$ cat src/pmbst_pkg.sv
// shared constants and types for the pmbus output/input status bytes
// How it works
// - output overvoltage fault sets sticky output-status bit 7
// - output overvoltage warning sets sticky output-status bit 6
// - output undervoltage warning sets sticky output-status bit 5
// - output undervoltage fault sets sticky output-status bit 4
// - commanded voltage outside min/max bounds sets sticky bit 3
// - turn-on time limit exceeded sets sticky output-status bit 2
// - one mask bit gates fixed, tracking and prebiased overvoltage alerts
// - output overcurrent fault sets sticky current-status bit 7
// - output overcurrent warning sets sticky current-status bit 5
// - output undercurrent fault sets sticky current-status bit 4
// - unsupported bit positions read zero and ignore writes
// - clear-faults or writing one clears a sticky bit; zero keeps it
// - host uses write byte to clear and read byte to read
// - input overvoltage fault sets sticky input-status bit 7
// - input undervoltage warning sets sticky input-status bit 5
// - input-status bit 3 is live: 1 when input off, 0 when on
// - live low-input bit also 1 under bias uvlo, never alerts
// - after reset low-input reads asserted without raising alert
// - input undervoltage warning is latched and may alert when unmasked
// - input undervoltage warning suppressed until input first turns on
// - every alert-capable bit has a mask bit; masked bits never alert
// - summary bits are the OR of their detailed status bytes
// - status word bits 15,14,13 flag output voltage, current, input
package pmbst_pkg;
    localparam logic [7:0] PMBST_CMD_VOUT = 8'h7A;
    localparam logic [7:0] PMBST_CMD_IOUT = 8'h7B;
    localparam logic [7:0] PMBST_CMD_INPUT = 8'h7C;
    localparam logic [7:0] PMBST_VOUT_SUPP = 8'hFC;
    localparam logic [7:0] PMBST_IOUT_SUPP = 8'hB0;
    localparam logic [7:0] PMBST_INPUT_STICKY = 8'hA0;
    localparam logic [7:0] PMBST_FLAGS_RESET = 8'h00;
    localparam int PMBST_OUT_OV_FAULT_POS = 7;
    localparam int PMBST_INPUT_UVW_POS = 5;
    localparam int PMBST_INPUT_LIVE_POS = 3;
    localparam int PMBST_WORD_VOUT_POS = 15;
    localparam int PMBST_WORD_IOUT_POS = 14;
    localparam int PMBST_WORD_INPUT_POS = 13;

    typedef struct packed {
        logic out_overvoltage_fault;
        logic out_overvoltage_warn;
        logic out_undervoltage_warn;
        logic out_undervoltage_fault;
        logic out_minmax_violation;
        logic turn_on_timeout;
        logic overcurrent_fault;
        logic overcurrent_warn;
        logic undercurrent_fault;
        logic input_overvoltage_fault;
        logic input_undervoltage_warn;
    } pmbst_events_t;

    typedef struct packed {
        logic wr_en;
        logic rd_en;
        logic [7:0] cmd;
        logic [7:0] wdata;
    } pmbst_access_t;

    typedef struct packed {
        logic vout_summary;
        logic iout_summary;
        logic input_summary;
    } pmbst_summary_t;
endpackage

$ cat src/pmbst_flag_byte.sv
// one status byte of sticky flags with write-one-to-clear
`timescale 1ns/1ps
module pmbst_flag_byte #(
    parameter logic [7:0] SUPPORTED = 8'hFF
) (
    input wire logic clk,
    input wire logic rst_n,
    input wire logic ce,
    input wire logic [7:0] set_in,
    input wire logic wr_in,
    input wire logic [7:0] wdata_in,
    input wire logic clear_all_in,
    output logic [7:0] flags_out
);
    import pmbst_pkg::*;

    logic [7:0] flags_next;

    // set wins over a clear arriving in the same cycle
    always_comb begin
        flags_next = flags_out;
        if (clear_all_in) begin
            flags_next = 8'h00;
        end
        if (wr_in) begin
            flags_next = flags_next & ~wdata_in;
        end
        flags_next = (flags_next | set_in) & SUPPORTED;
    end

    always_ff @(posedge clk or negedge rst_n) begin
        if (!rst_n) begin
            flags_out <= PMBST_FLAGS_RESET;
        end else if (ce) begin
            flags_out <= flags_next;
        end
    end
endmodule

$ cat src/pmbst_status_regs.sv
// pmbus output voltage, output current and input status bytes
`timescale 1ns/1ps
module pmbst_status_regs (
    input wire logic CORE_CLK_IN,
    input wire logic RSTN_IN,
    input wire logic CE_IN,
    input wire pmbst_pkg::pmbst_events_t EVENTS_IN,
    input wire logic POWER_INPUT_RAIL_OFF_IN,
    input wire logic BIAS_5V_RAIL_UVLO_IN,
    input wire pmbst_pkg::pmbst_access_t ACCESS_IN,
    input wire logic CLEAR_FAULTS_IN,
    input wire logic [7:0] VOUT_ALERT_MASK_IN,
    input wire logic [7:0] IOUT_ALERT_MASK_IN,
    input wire logic [7:0] INPUT_ALERT_MASK_IN,
    input wire logic [2:0] EXTENDED_ALERT_MASK_IN,
    input wire logic [2:0] OVP_SOURCE_IN,
    output logic [7:0] RDATA_OUT,
    output logic RVALID_OUT,
    output logic ALERT_REQ_OUT,
    output pmbst_pkg::pmbst_summary_t SUMMARY_OUT,
    output logic [15:13] STATUS_WORD_HI_OUT
);
    import pmbst_pkg::*;

    logic [1:0] in_off_sync_reg;
    logic [1:0] uvlo_sync_reg;
    logic input_off_live_bit;
    logic input_seen_on_reg;
    logic [7:0] vout_set;
    logic [7:0] iout_set;
    logic [7:0] input_set;
    logic [7:0] output_voltage_status;
    logic [7:0] output_current_status;
    logic [7:0] input_sticky;
    logic [7:0] input_supply_status;
    logic wr_vout;
    logic wr_iout;
    logic wr_input;
    logic ovp_alert;
    logic [7:0] vout_alertable;
    logic [7:0] iout_alertable;
    logic [7:0] input_alertable;

    // rail levels come from analog comparators, so synchronise them
    always_ff @(posedge CORE_CLK_IN or negedge RSTN_IN) begin
        if (!RSTN_IN) begin
            in_off_sync_reg <= 2'b11;
        end else if (CE_IN) begin
            in_off_sync_reg <= {in_off_sync_reg[0], POWER_INPUT_RAIL_OFF_IN};
        end
    end

    always_ff @(posedge CORE_CLK_IN or negedge RSTN_IN) begin
        if (!RSTN_IN) begin
            uvlo_sync_reg <= 2'b11;
        end else if (CE_IN) begin
            uvlo_sync_reg <= {uvlo_sync_reg[0], BIAS_5V_RAIL_UVLO_IN};
        end
    end

    // live bit: off if input below turn-on or bias rail in lockout
    assign input_off_live_bit = in_off_sync_reg[1] | uvlo_sync_reg[1];

    always_ff @(posedge CORE_CLK_IN or negedge RSTN_IN) begin
        if (!RSTN_IN) begin
            input_seen_on_reg <= 1'b0;
        end else if (CE_IN && !in_off_sync_reg[1]) begin
            input_seen_on_reg <= 1'b1;
        end
    end

    assign vout_set = {EVENTS_IN.out_overvoltage_fault,
                       EVENTS_IN.out_overvoltage_warn,
                       EVENTS_IN.out_undervoltage_warn,
                       EVENTS_IN.out_undervoltage_fault,
                       EVENTS_IN.out_minmax_violation,
                       EVENTS_IN.turn_on_timeout,
                       2'b00};
    assign iout_set = {EVENTS_IN.overcurrent_fault, 1'b0,
                       EVENTS_IN.overcurrent_warn,
                       EVENTS_IN.undercurrent_fault, 4'h0};
    // warning ignored until the input has come up once
    assign input_set = {EVENTS_IN.input_overvoltage_fault, 1'b0,
                        EVENTS_IN.input_undervoltage_warn
                        & input_seen_on_reg, 5'h00};

    // write byte clears, read byte returns one data byte
    assign wr_vout = ACCESS_IN.wr_en && ACCESS_IN.cmd == PMBST_CMD_VOUT;
    assign wr_iout = ACCESS_IN.wr_en && ACCESS_IN.cmd == PMBST_CMD_IOUT;
    assign wr_input = ACCESS_IN.wr_en && ACCESS_IN.cmd == PMBST_CMD_INPUT;

    pmbst_flag_byte #(.SUPPORTED(PMBST_VOUT_SUPP)) u_vout (
        .clk(CORE_CLK_IN),
        .rst_n(RSTN_IN),
        .ce(CE_IN),
        .set_in(vout_set),
        .wr_in(wr_vout),
        .wdata_in(ACCESS_IN.wdata),
        .clear_all_in(CLEAR_FAULTS_IN),
        .flags_out(output_voltage_status)
    );

    pmbst_flag_byte #(.SUPPORTED(PMBST_IOUT_SUPP)) u_iout (
        .clk(CORE_CLK_IN),
        .rst_n(RSTN_IN),
        .ce(CE_IN),
        .set_in(iout_set),
        .wr_in(wr_iout),
        .wdata_in(ACCESS_IN.wdata),
        .clear_all_in(CLEAR_FAULTS_IN),
        .flags_out(output_current_status)
    );

    pmbst_flag_byte #(.SUPPORTED(PMBST_INPUT_STICKY)) u_input (
        .clk(CORE_CLK_IN),
        .rst_n(RSTN_IN),
        .ce(CE_IN),
        .set_in(input_set),
        .wr_in(wr_input),
        .wdata_in(ACCESS_IN.wdata),
        .clear_all_in(CLEAR_FAULTS_IN),
        .flags_out(input_sticky)
    );

    always_comb begin
        input_supply_status = input_sticky;
        input_supply_status[PMBST_INPUT_LIVE_POS] = input_off_live_bit;
    end

    // read data registered; unknown commands return zero
    always_ff @(posedge CORE_CLK_IN or negedge RSTN_IN) begin
        if (!RSTN_IN) begin
            RDATA_OUT <= 8'h00;
        end else if (CE_IN && ACCESS_IN.rd_en) begin
            unique case (ACCESS_IN.cmd)
                PMBST_CMD_VOUT: RDATA_OUT <= output_voltage_status;
                PMBST_CMD_IOUT: RDATA_OUT <= output_current_status;
                PMBST_CMD_INPUT: RDATA_OUT <= input_supply_status;
                default: RDATA_OUT <= 8'h00;
            endcase
        end
    end

    always_ff @(posedge CORE_CLK_IN or negedge RSTN_IN) begin
        if (!RSTN_IN) begin
            RVALID_OUT <= 1'b0;
        end else if (CE_IN) begin
            RVALID_OUT <= ACCESS_IN.rd_en;
        end
    end

    // shared ovf mask bit gates all three ovp kinds; extended mask splits
    assign ovp_alert = |(OVP_SOURCE_IN & ~EXTENDED_ALERT_MASK_IN);
    always_comb begin
        vout_alertable = output_voltage_status & ~VOUT_ALERT_MASK_IN;
        vout_alertable[PMBST_OUT_OV_FAULT_POS] =
            output_voltage_status[PMBST_OUT_OV_FAULT_POS]
            & ~VOUT_ALERT_MASK_IN[PMBST_OUT_OV_FAULT_POS]
            & (ovp_alert | ~|OVP_SOURCE_IN);
    end
    assign iout_alertable = output_current_status & ~IOUT_ALERT_MASK_IN;
    // live bit excluded: it is information only
    assign input_alertable = input_sticky & ~INPUT_ALERT_MASK_IN;

    always_ff @(posedge CORE_CLK_IN or negedge RSTN_IN) begin
        if (!RSTN_IN) begin
            ALERT_REQ_OUT <= 1'b0;
        end else if (CE_IN) begin
            ALERT_REQ_OUT <= |{vout_alertable, iout_alertable,
                               input_alertable};
        end
    end

    // summaries follow the detailed bytes; input summary stays set while the live low-input bit is 1
    assign SUMMARY_OUT.vout_summary = |output_voltage_status;
    assign SUMMARY_OUT.iout_summary = |output_current_status;
    assign SUMMARY_OUT.input_summary = |input_supply_status;
    assign STATUS_WORD_HI_OUT = {SUMMARY_OUT.vout_summary,
                                 SUMMARY_OUT.iout_summary,
                                 SUMMARY_OUT.input_summary};
endmodule

$ cat config.mk
export PLATFORM = sky130hd
export DESIGN_NAME = pmbst_status_regs
export DESIGN_NICKNAME = d
export VERILOG_FILES = /design/src/pmbst_pkg.sv /design/src/pmbst_flag_byte.sv /design/src/pmbst_status_regs.sv
export SDC_FILE = /design/constraint.sdc
export NUM_CORES = 1
export LEC_CHECK = 0
export ABC_AREA = 0
export BUFFER_PORTS_ARGS = -buffer_cell sky130_fd_sc_hd__buf_2
export CORE_ASPECT_RATIO = 1.75
export CORE_UTILIZATION = 47
export DETAILED_ROUTE_END_ITERATION = 10
export HOLD_SLACK_MARGIN = 0.1
export PLACE_DENSITY_LB_ADDON = 0.25
export SLEW_MARGIN = 20
export SYNTH_ARGS = -nofsm -noshare
export SYNTH_HDL_FRONTEND = slang
export SYNTH_SLANG_ARGS = --single-unit
$ cat constraint.sdc
create_clock -name CORE_CLK_IN -period 2.8 [get_ports CORE_CLK_IN]
set_input_delay 0.28 -clock CORE_CLK_IN [delete_from_list [all_inputs] [get_ports CORE_CLK_IN]]
set_output_delay 0.28 -clock CORE_CLK_IN [all_outputs]
set_load 0.05 [all_outputs]
Word-level counts from Yosys, hierarchy flattened
Cells that the tools add are included.
{ "word_totals": {"ff_bits": 26, "latch_bits": 0, "mem_bits_rw": 0, "romBits": 0, "in_bits": 65, "out_inout_bits": 16, "elab_cells": 53, "memories": 0} }
{ "classes": {"add_sub_neg": 0, "mul": 0, "n_div": 0, "magnitude_cmp": 0, "n_eq_ne": 3, "shifts": 0, "muxes": 7, "n_bitwise": 21, "reduce_logical": 13} }
{ "op_table": {"columns": ["operator", "n"], "rows": [
  ["8-bit 2-to-1 mux", 6],
  ["8-bit AND", 5],
  ["8-bit by 7-bit equality test with 1-bit output (second input constant)", 3],
  ["8-bit NOT", 3],
  ["8-bit bitwise OR", 3],
  ["8-bit case mux with 3 select lines", 1],
  ["24-bit OR reduction", 1],
  ["3-bit OR reduction", 4],
  ["7-bit AND", 1],
  ["7-bit NOT", 1],
  ["6-bit OR reduction", 1],
  ["1-bit logical AND", 5],
  ["1-bit AND", 3],
  ["3-bit AND", 1],
  ["3-bit NOT", 1],
  ["1-bit zero test", 2],
  ["1-bit bitwise OR", 2],
  ["1-bit NOT", 1]
]} }

Logic depth before layout (Yosys ltp)
{ "depth": {"word_depth": 6, "ltp_mapped": 4, "depth_no_buf": 3} }

Modules after synthesis
A second synthesis with hierarchy kept.
{ "hier_totals": {"hier_cells": 189, "area_unflattened_um2": 1785.5} }
{ "by_module_without_submodules": {"columns": ["module", "instances", "cells_each", "area_each_um2", "seq_area_each_um2"], "rows": [
  ["pmbst_status_regs", 1, 128, 1106.1, 380.4],
  ["pmbst_flag_byte at u_vout", 1, 28, 345.3, 150.1],
  ["pmbst_flag_byte at u_iout", 1, 18, 187.7, 75.1],
  ["pmbst_flag_byte at u_input", 1, 15, 146.4, 50.0]
]} }

Worst setup path after synthesis
No wires, ideal clock.
{ "synth_timing": {"path_kind": "register to output", "from": "register u_vout.flags_out[3]", "to": "output SUMMARY_OUT[2] (netlist name)", "arrival_time_ns": 1.447, "required_time_ns": 2.520, "slack_ns": 1.073, "stages_incl_launch_ff": 4, "path_buffers": 1, "cell_sequence": "dfrtp_1 -> nor4_1 -> nand3_1 -> buf_4"} }
{ "synth_between": {"elab_chain_len": 1} }
{ "synth_lines": {"columns": ["item", "line", "rtl"], "rows": [
  ["from (decl)", "pmbst_flag_byte.sv:13", "output logic [7:0] flags_out"],
  ["from (signal assigned)", "pmbst_flag_byte.sv:35", "flags_out <= flags_next;"],
  ["6-bit OR reduction", "pmbst_status_regs.sv:175", "assign SUMMARY_OUT.vout_summary = |output_voltage_status;"],
  ["to (decl)", "pmbst_status_regs.sv:20", "output pmbst_pkg::pmbst_summary_t SUMMARY_OUT,"]
]} }
Every way passes these cells.

==> impl_metrics.csv <==
group,metric,value,unit
timing,period_needed,1.67,ns
logic_synthesis,yosys-mux-area-fraction,6.03,%
clock_network,ctsRootBufferMaster,"clkbuf_8",
timing,max_slew_margin,60.1,%
routing,routedWlPerCell,14.6,um
floorplanning,dieArea,0.00323,mm^2
routing,totalWireLength,3450,um
logic_synthesis,synth_area_leaders,"dfrtp_1 35%, dfstp_2 7.5%, o311ai_0 5.6%",
cells_and_area,nNetsFinal,275,
critical_path,crit_type,"register to output pin",
placement,port-buffer-count,63,
clock_network,htree_num_levels,1,
cells_and_area,finalInstanceArea,0.00179,mm^2
critical_path,ff2ff_setup_slack,1.73,ns
cells_and_area,drive_gt1_share,37.8,%
cells_and_area,nFillCells,262,
grt,grt_max_degree,25,
clock_network,postCtsSetupBuffers,0,
critical_path,critPathLaunch,"u_vout.flags_out[2]",
timing,rsz0062_at_grt,"no",
critical_path,r2r_start,"u_vout.flags_out[6]",
critical_path,cp_slowest_stage_delay,0.46,ns
clock_network,cts_buffers,3,
logic_synthesis,ys_seq_elements,24,
clock_network,cts_sinks,24,
power,vdd_drop_max,392,uV
clock_network,cts_resized,0,
run_status,violations,"DRC",
logic_synthesis,post_synth_num_cell_types,35,
critical_path,cp.required,2.52,ns
logic_synthesis,async_flop_share,100,%
critical_path,end_kind,"output pin",
logic_synthesis,synth-xor-area-share,0,%
timing,worstMarginPinSlew,0.593,ns
timing,tns,0,ns
placement,place.detailed.hpwl,2820,um
clock_network,clk_pin_slew_worst_paths,0.08,ns
logic_synthesis,ys_seq_area_share,42.9,%
floorplanning,initial_core_util,48.7,%
timing,finClkSkew,0.00176,ns
logic_synthesis,synth_area,0.00141,mm^2
clock_network,tritoncts,"done",
clock_network,clock_latency,0.26,ns
critical_path,start_kind,"register",
power,p_per_area,476,mW/mm^2
floorplanning,die_height,74.5,um
logic_synthesis,synth_compound_area_share,20.1,%
timing,final-hold-violation-count,0,
critical_path,cp.arrival,1.39,ns
worst_hold_path,hold_class,"input pin to register",
worst_hold_path,hold_path.startpoint,"EVENTS_IN[1]",
logic_synthesis,syn_area_per_cell,9.53,um^2
floorplanning,rows,26,
logic_synthesis,yosys.area_share.simple,23.4,%
routing,drc,12,
grt,grt.total_usage,24.2,%
run_status,status,"finished with violations",
power,p_leak,0.909,nW
cells_and_area,largestRegisters,"RDATA_OUT (6), u_vout.flags_out (6), u_iout.flags_out (3)",
critical_path,crit_chain,"nor4_1 > nand3_1 > buf_2",
grt,grt_pass1_vias,1328,
routing,vias,1358,
placement,dp_cells,232,
grt,grt_remaining_overflow,0,
floorplanning,io-pin-count,81,
logic_synthesis,synth_edf_count,0,
power,total_power,0.853,mW
critical_path,crit_family,"flip-flops",
grt,grt_pass1_wl,5930,um
logic_synthesis,yosys_warnings,0,
routing,vias_per_cell,5.73,
logic_synthesis,synth_top_family_by_area,"simple AND/OR/NAND/NOR gates",
critical_path,crit_fanout,5,
placement,gp_congestion,0.874,
clock_network,cts_buffer_depth,2,
cells_and_area,syn2layout_area_growth,27.1,%
timing,setup_viol,0,
cells_and_area,multi_input_area,706,um^2
critical_path,worst-path-buf-inv,1,
routing,ant_nets,0,
logic_synthesis,synth_fa_ha_area_share,0,%
cells_and_area,stdcell_count,237,
logic_synthesis,synth.largest_area_cell,"dfrtp_1",
logic_synthesis,yosys_most_used_dff,"dfrtp_1",
logic_synthesis,netlist_instances,148,
cells_and_area,antenna-diode-count,0,
routing,drt-initial-drc-count,53,
timing,drv_slew,0,
floorplanning,core_region_area,0.00290,mm^2
timing,fmax,600,MHz
floorplanning,die_w,43.4,um
critical_path,crit_slowest_cell,"dfrtp_1",
timing,period_share,59.5,%
logic_synthesis,synth_common_cells,"20 x dfrtp_1, 14 x nand2_1, 13 x inv_1, 12 x o21ai_0, 11 x nand2b_1",
cells_and_area,regArea,606,um^2
placement,placed_area,0.00171,mm^2
routing,drtPass1Iterations,7,
logic_synthesis,synth.top_cell.area_share,35.5,%
run,max_cap_violations,0,
logic_synthesis,synth_most_common_cell,"dfrtp_1",
grt,antenna_found_initial,0,
==> per-layer routing <==
layer  track usage [%]  vias up  wire length, um
met5                 0        -                0
met2              44.3       66             1790
met1              29.3      626             1390
li1                  -      660                -
met4              8.33        0               45
met3              1.94        6              220
==> layout make-up <==
type / count / share of cell area, %
clock buffer: 3 / 2.30
clock inverter: 1 / 1.68
inverter: 13 / 2.72
timing repair buffer: 64 / 18.2
tap: 28 / 1.96
sequential: 24 / 33.8
multi-input combinational: 104 / 39.4
==> path summary, 6_finish.rpt <==
check,endpoint,depth (start not counted)
min,u_input.flags_out[7],3
min in group asynchronous,u_input.flags_out[7],2
max,SUMMARY_OUT[2],3
max in group asynchronous,in_off_sync_reg[1],2
max reg2reg,u_vout.flags_out[6],3
min reg2reg,input_seen_on_reg,1
==> worst reg2reg max path: cells and delay by family, from the launching register on <==
kind	cells	cell delay, ns
compound gates	1	0.10
buf+inv	1	0.10
flops	1	0.39
simple gates	1	0.37
==> cell families (layout without fill, tap and decap cells) <==
family / Yosys count / in the layout
and+or+nand+nor: 56 / 56
AOI/OAI and AO/OA: 38 / 38
DFF: 24 / 24
buffers and inverters: 21 / 81
muxes: 8 / 8
other: 1 / 2
==> cell usage in the layout, fill, tap and decap left out, drive strengths merged, types with 3 or more instances in the layout <==
cell type / instances
a21oi: 3
and2: 3
buf: 63
clkbuf: 3
dfrtp: 20
dfstp: 4
inv: 13
mux2: 4
mux2i: 4
nand2: 15
nand2b: 11
nand3: 5
nor2: 4
nor2b: 4
nor4: 8
o21ai: 12
o311ai: 9
==> report_power, final <==
group / internal (mW) / leakage [nW] / switching (mW)
combinational: 0.0673 / 0.608 / 0.0924
sequential: 0.376 / 0.266 / 0.0212
clock: 0.191 / 0.0357 / 0.106
==> metrics by stage <==
step | setup slack [ns] | utilization, % | hold slack, ns
6_report | 1.13 | 61.9 | 0.245
5_1_grt | 1.07 | 61.9 | 0.246
4_1_cts | 1.14 | 61.9 | 0.240
3_5_place_dp | 1.14 | 59.1 | 0.292
3_3_place_gp | 1.17 | 59.1 | 0.285
2_1_floorplan | 1.07 | - | -0.0156
==> timing repair <==
action | CTS | global route
setup endpoints to repair | 0 | 0
hold buffers | 1 | 0
hold endpoints to repair | 20 | 0
(Power assumes the default switching activity.)
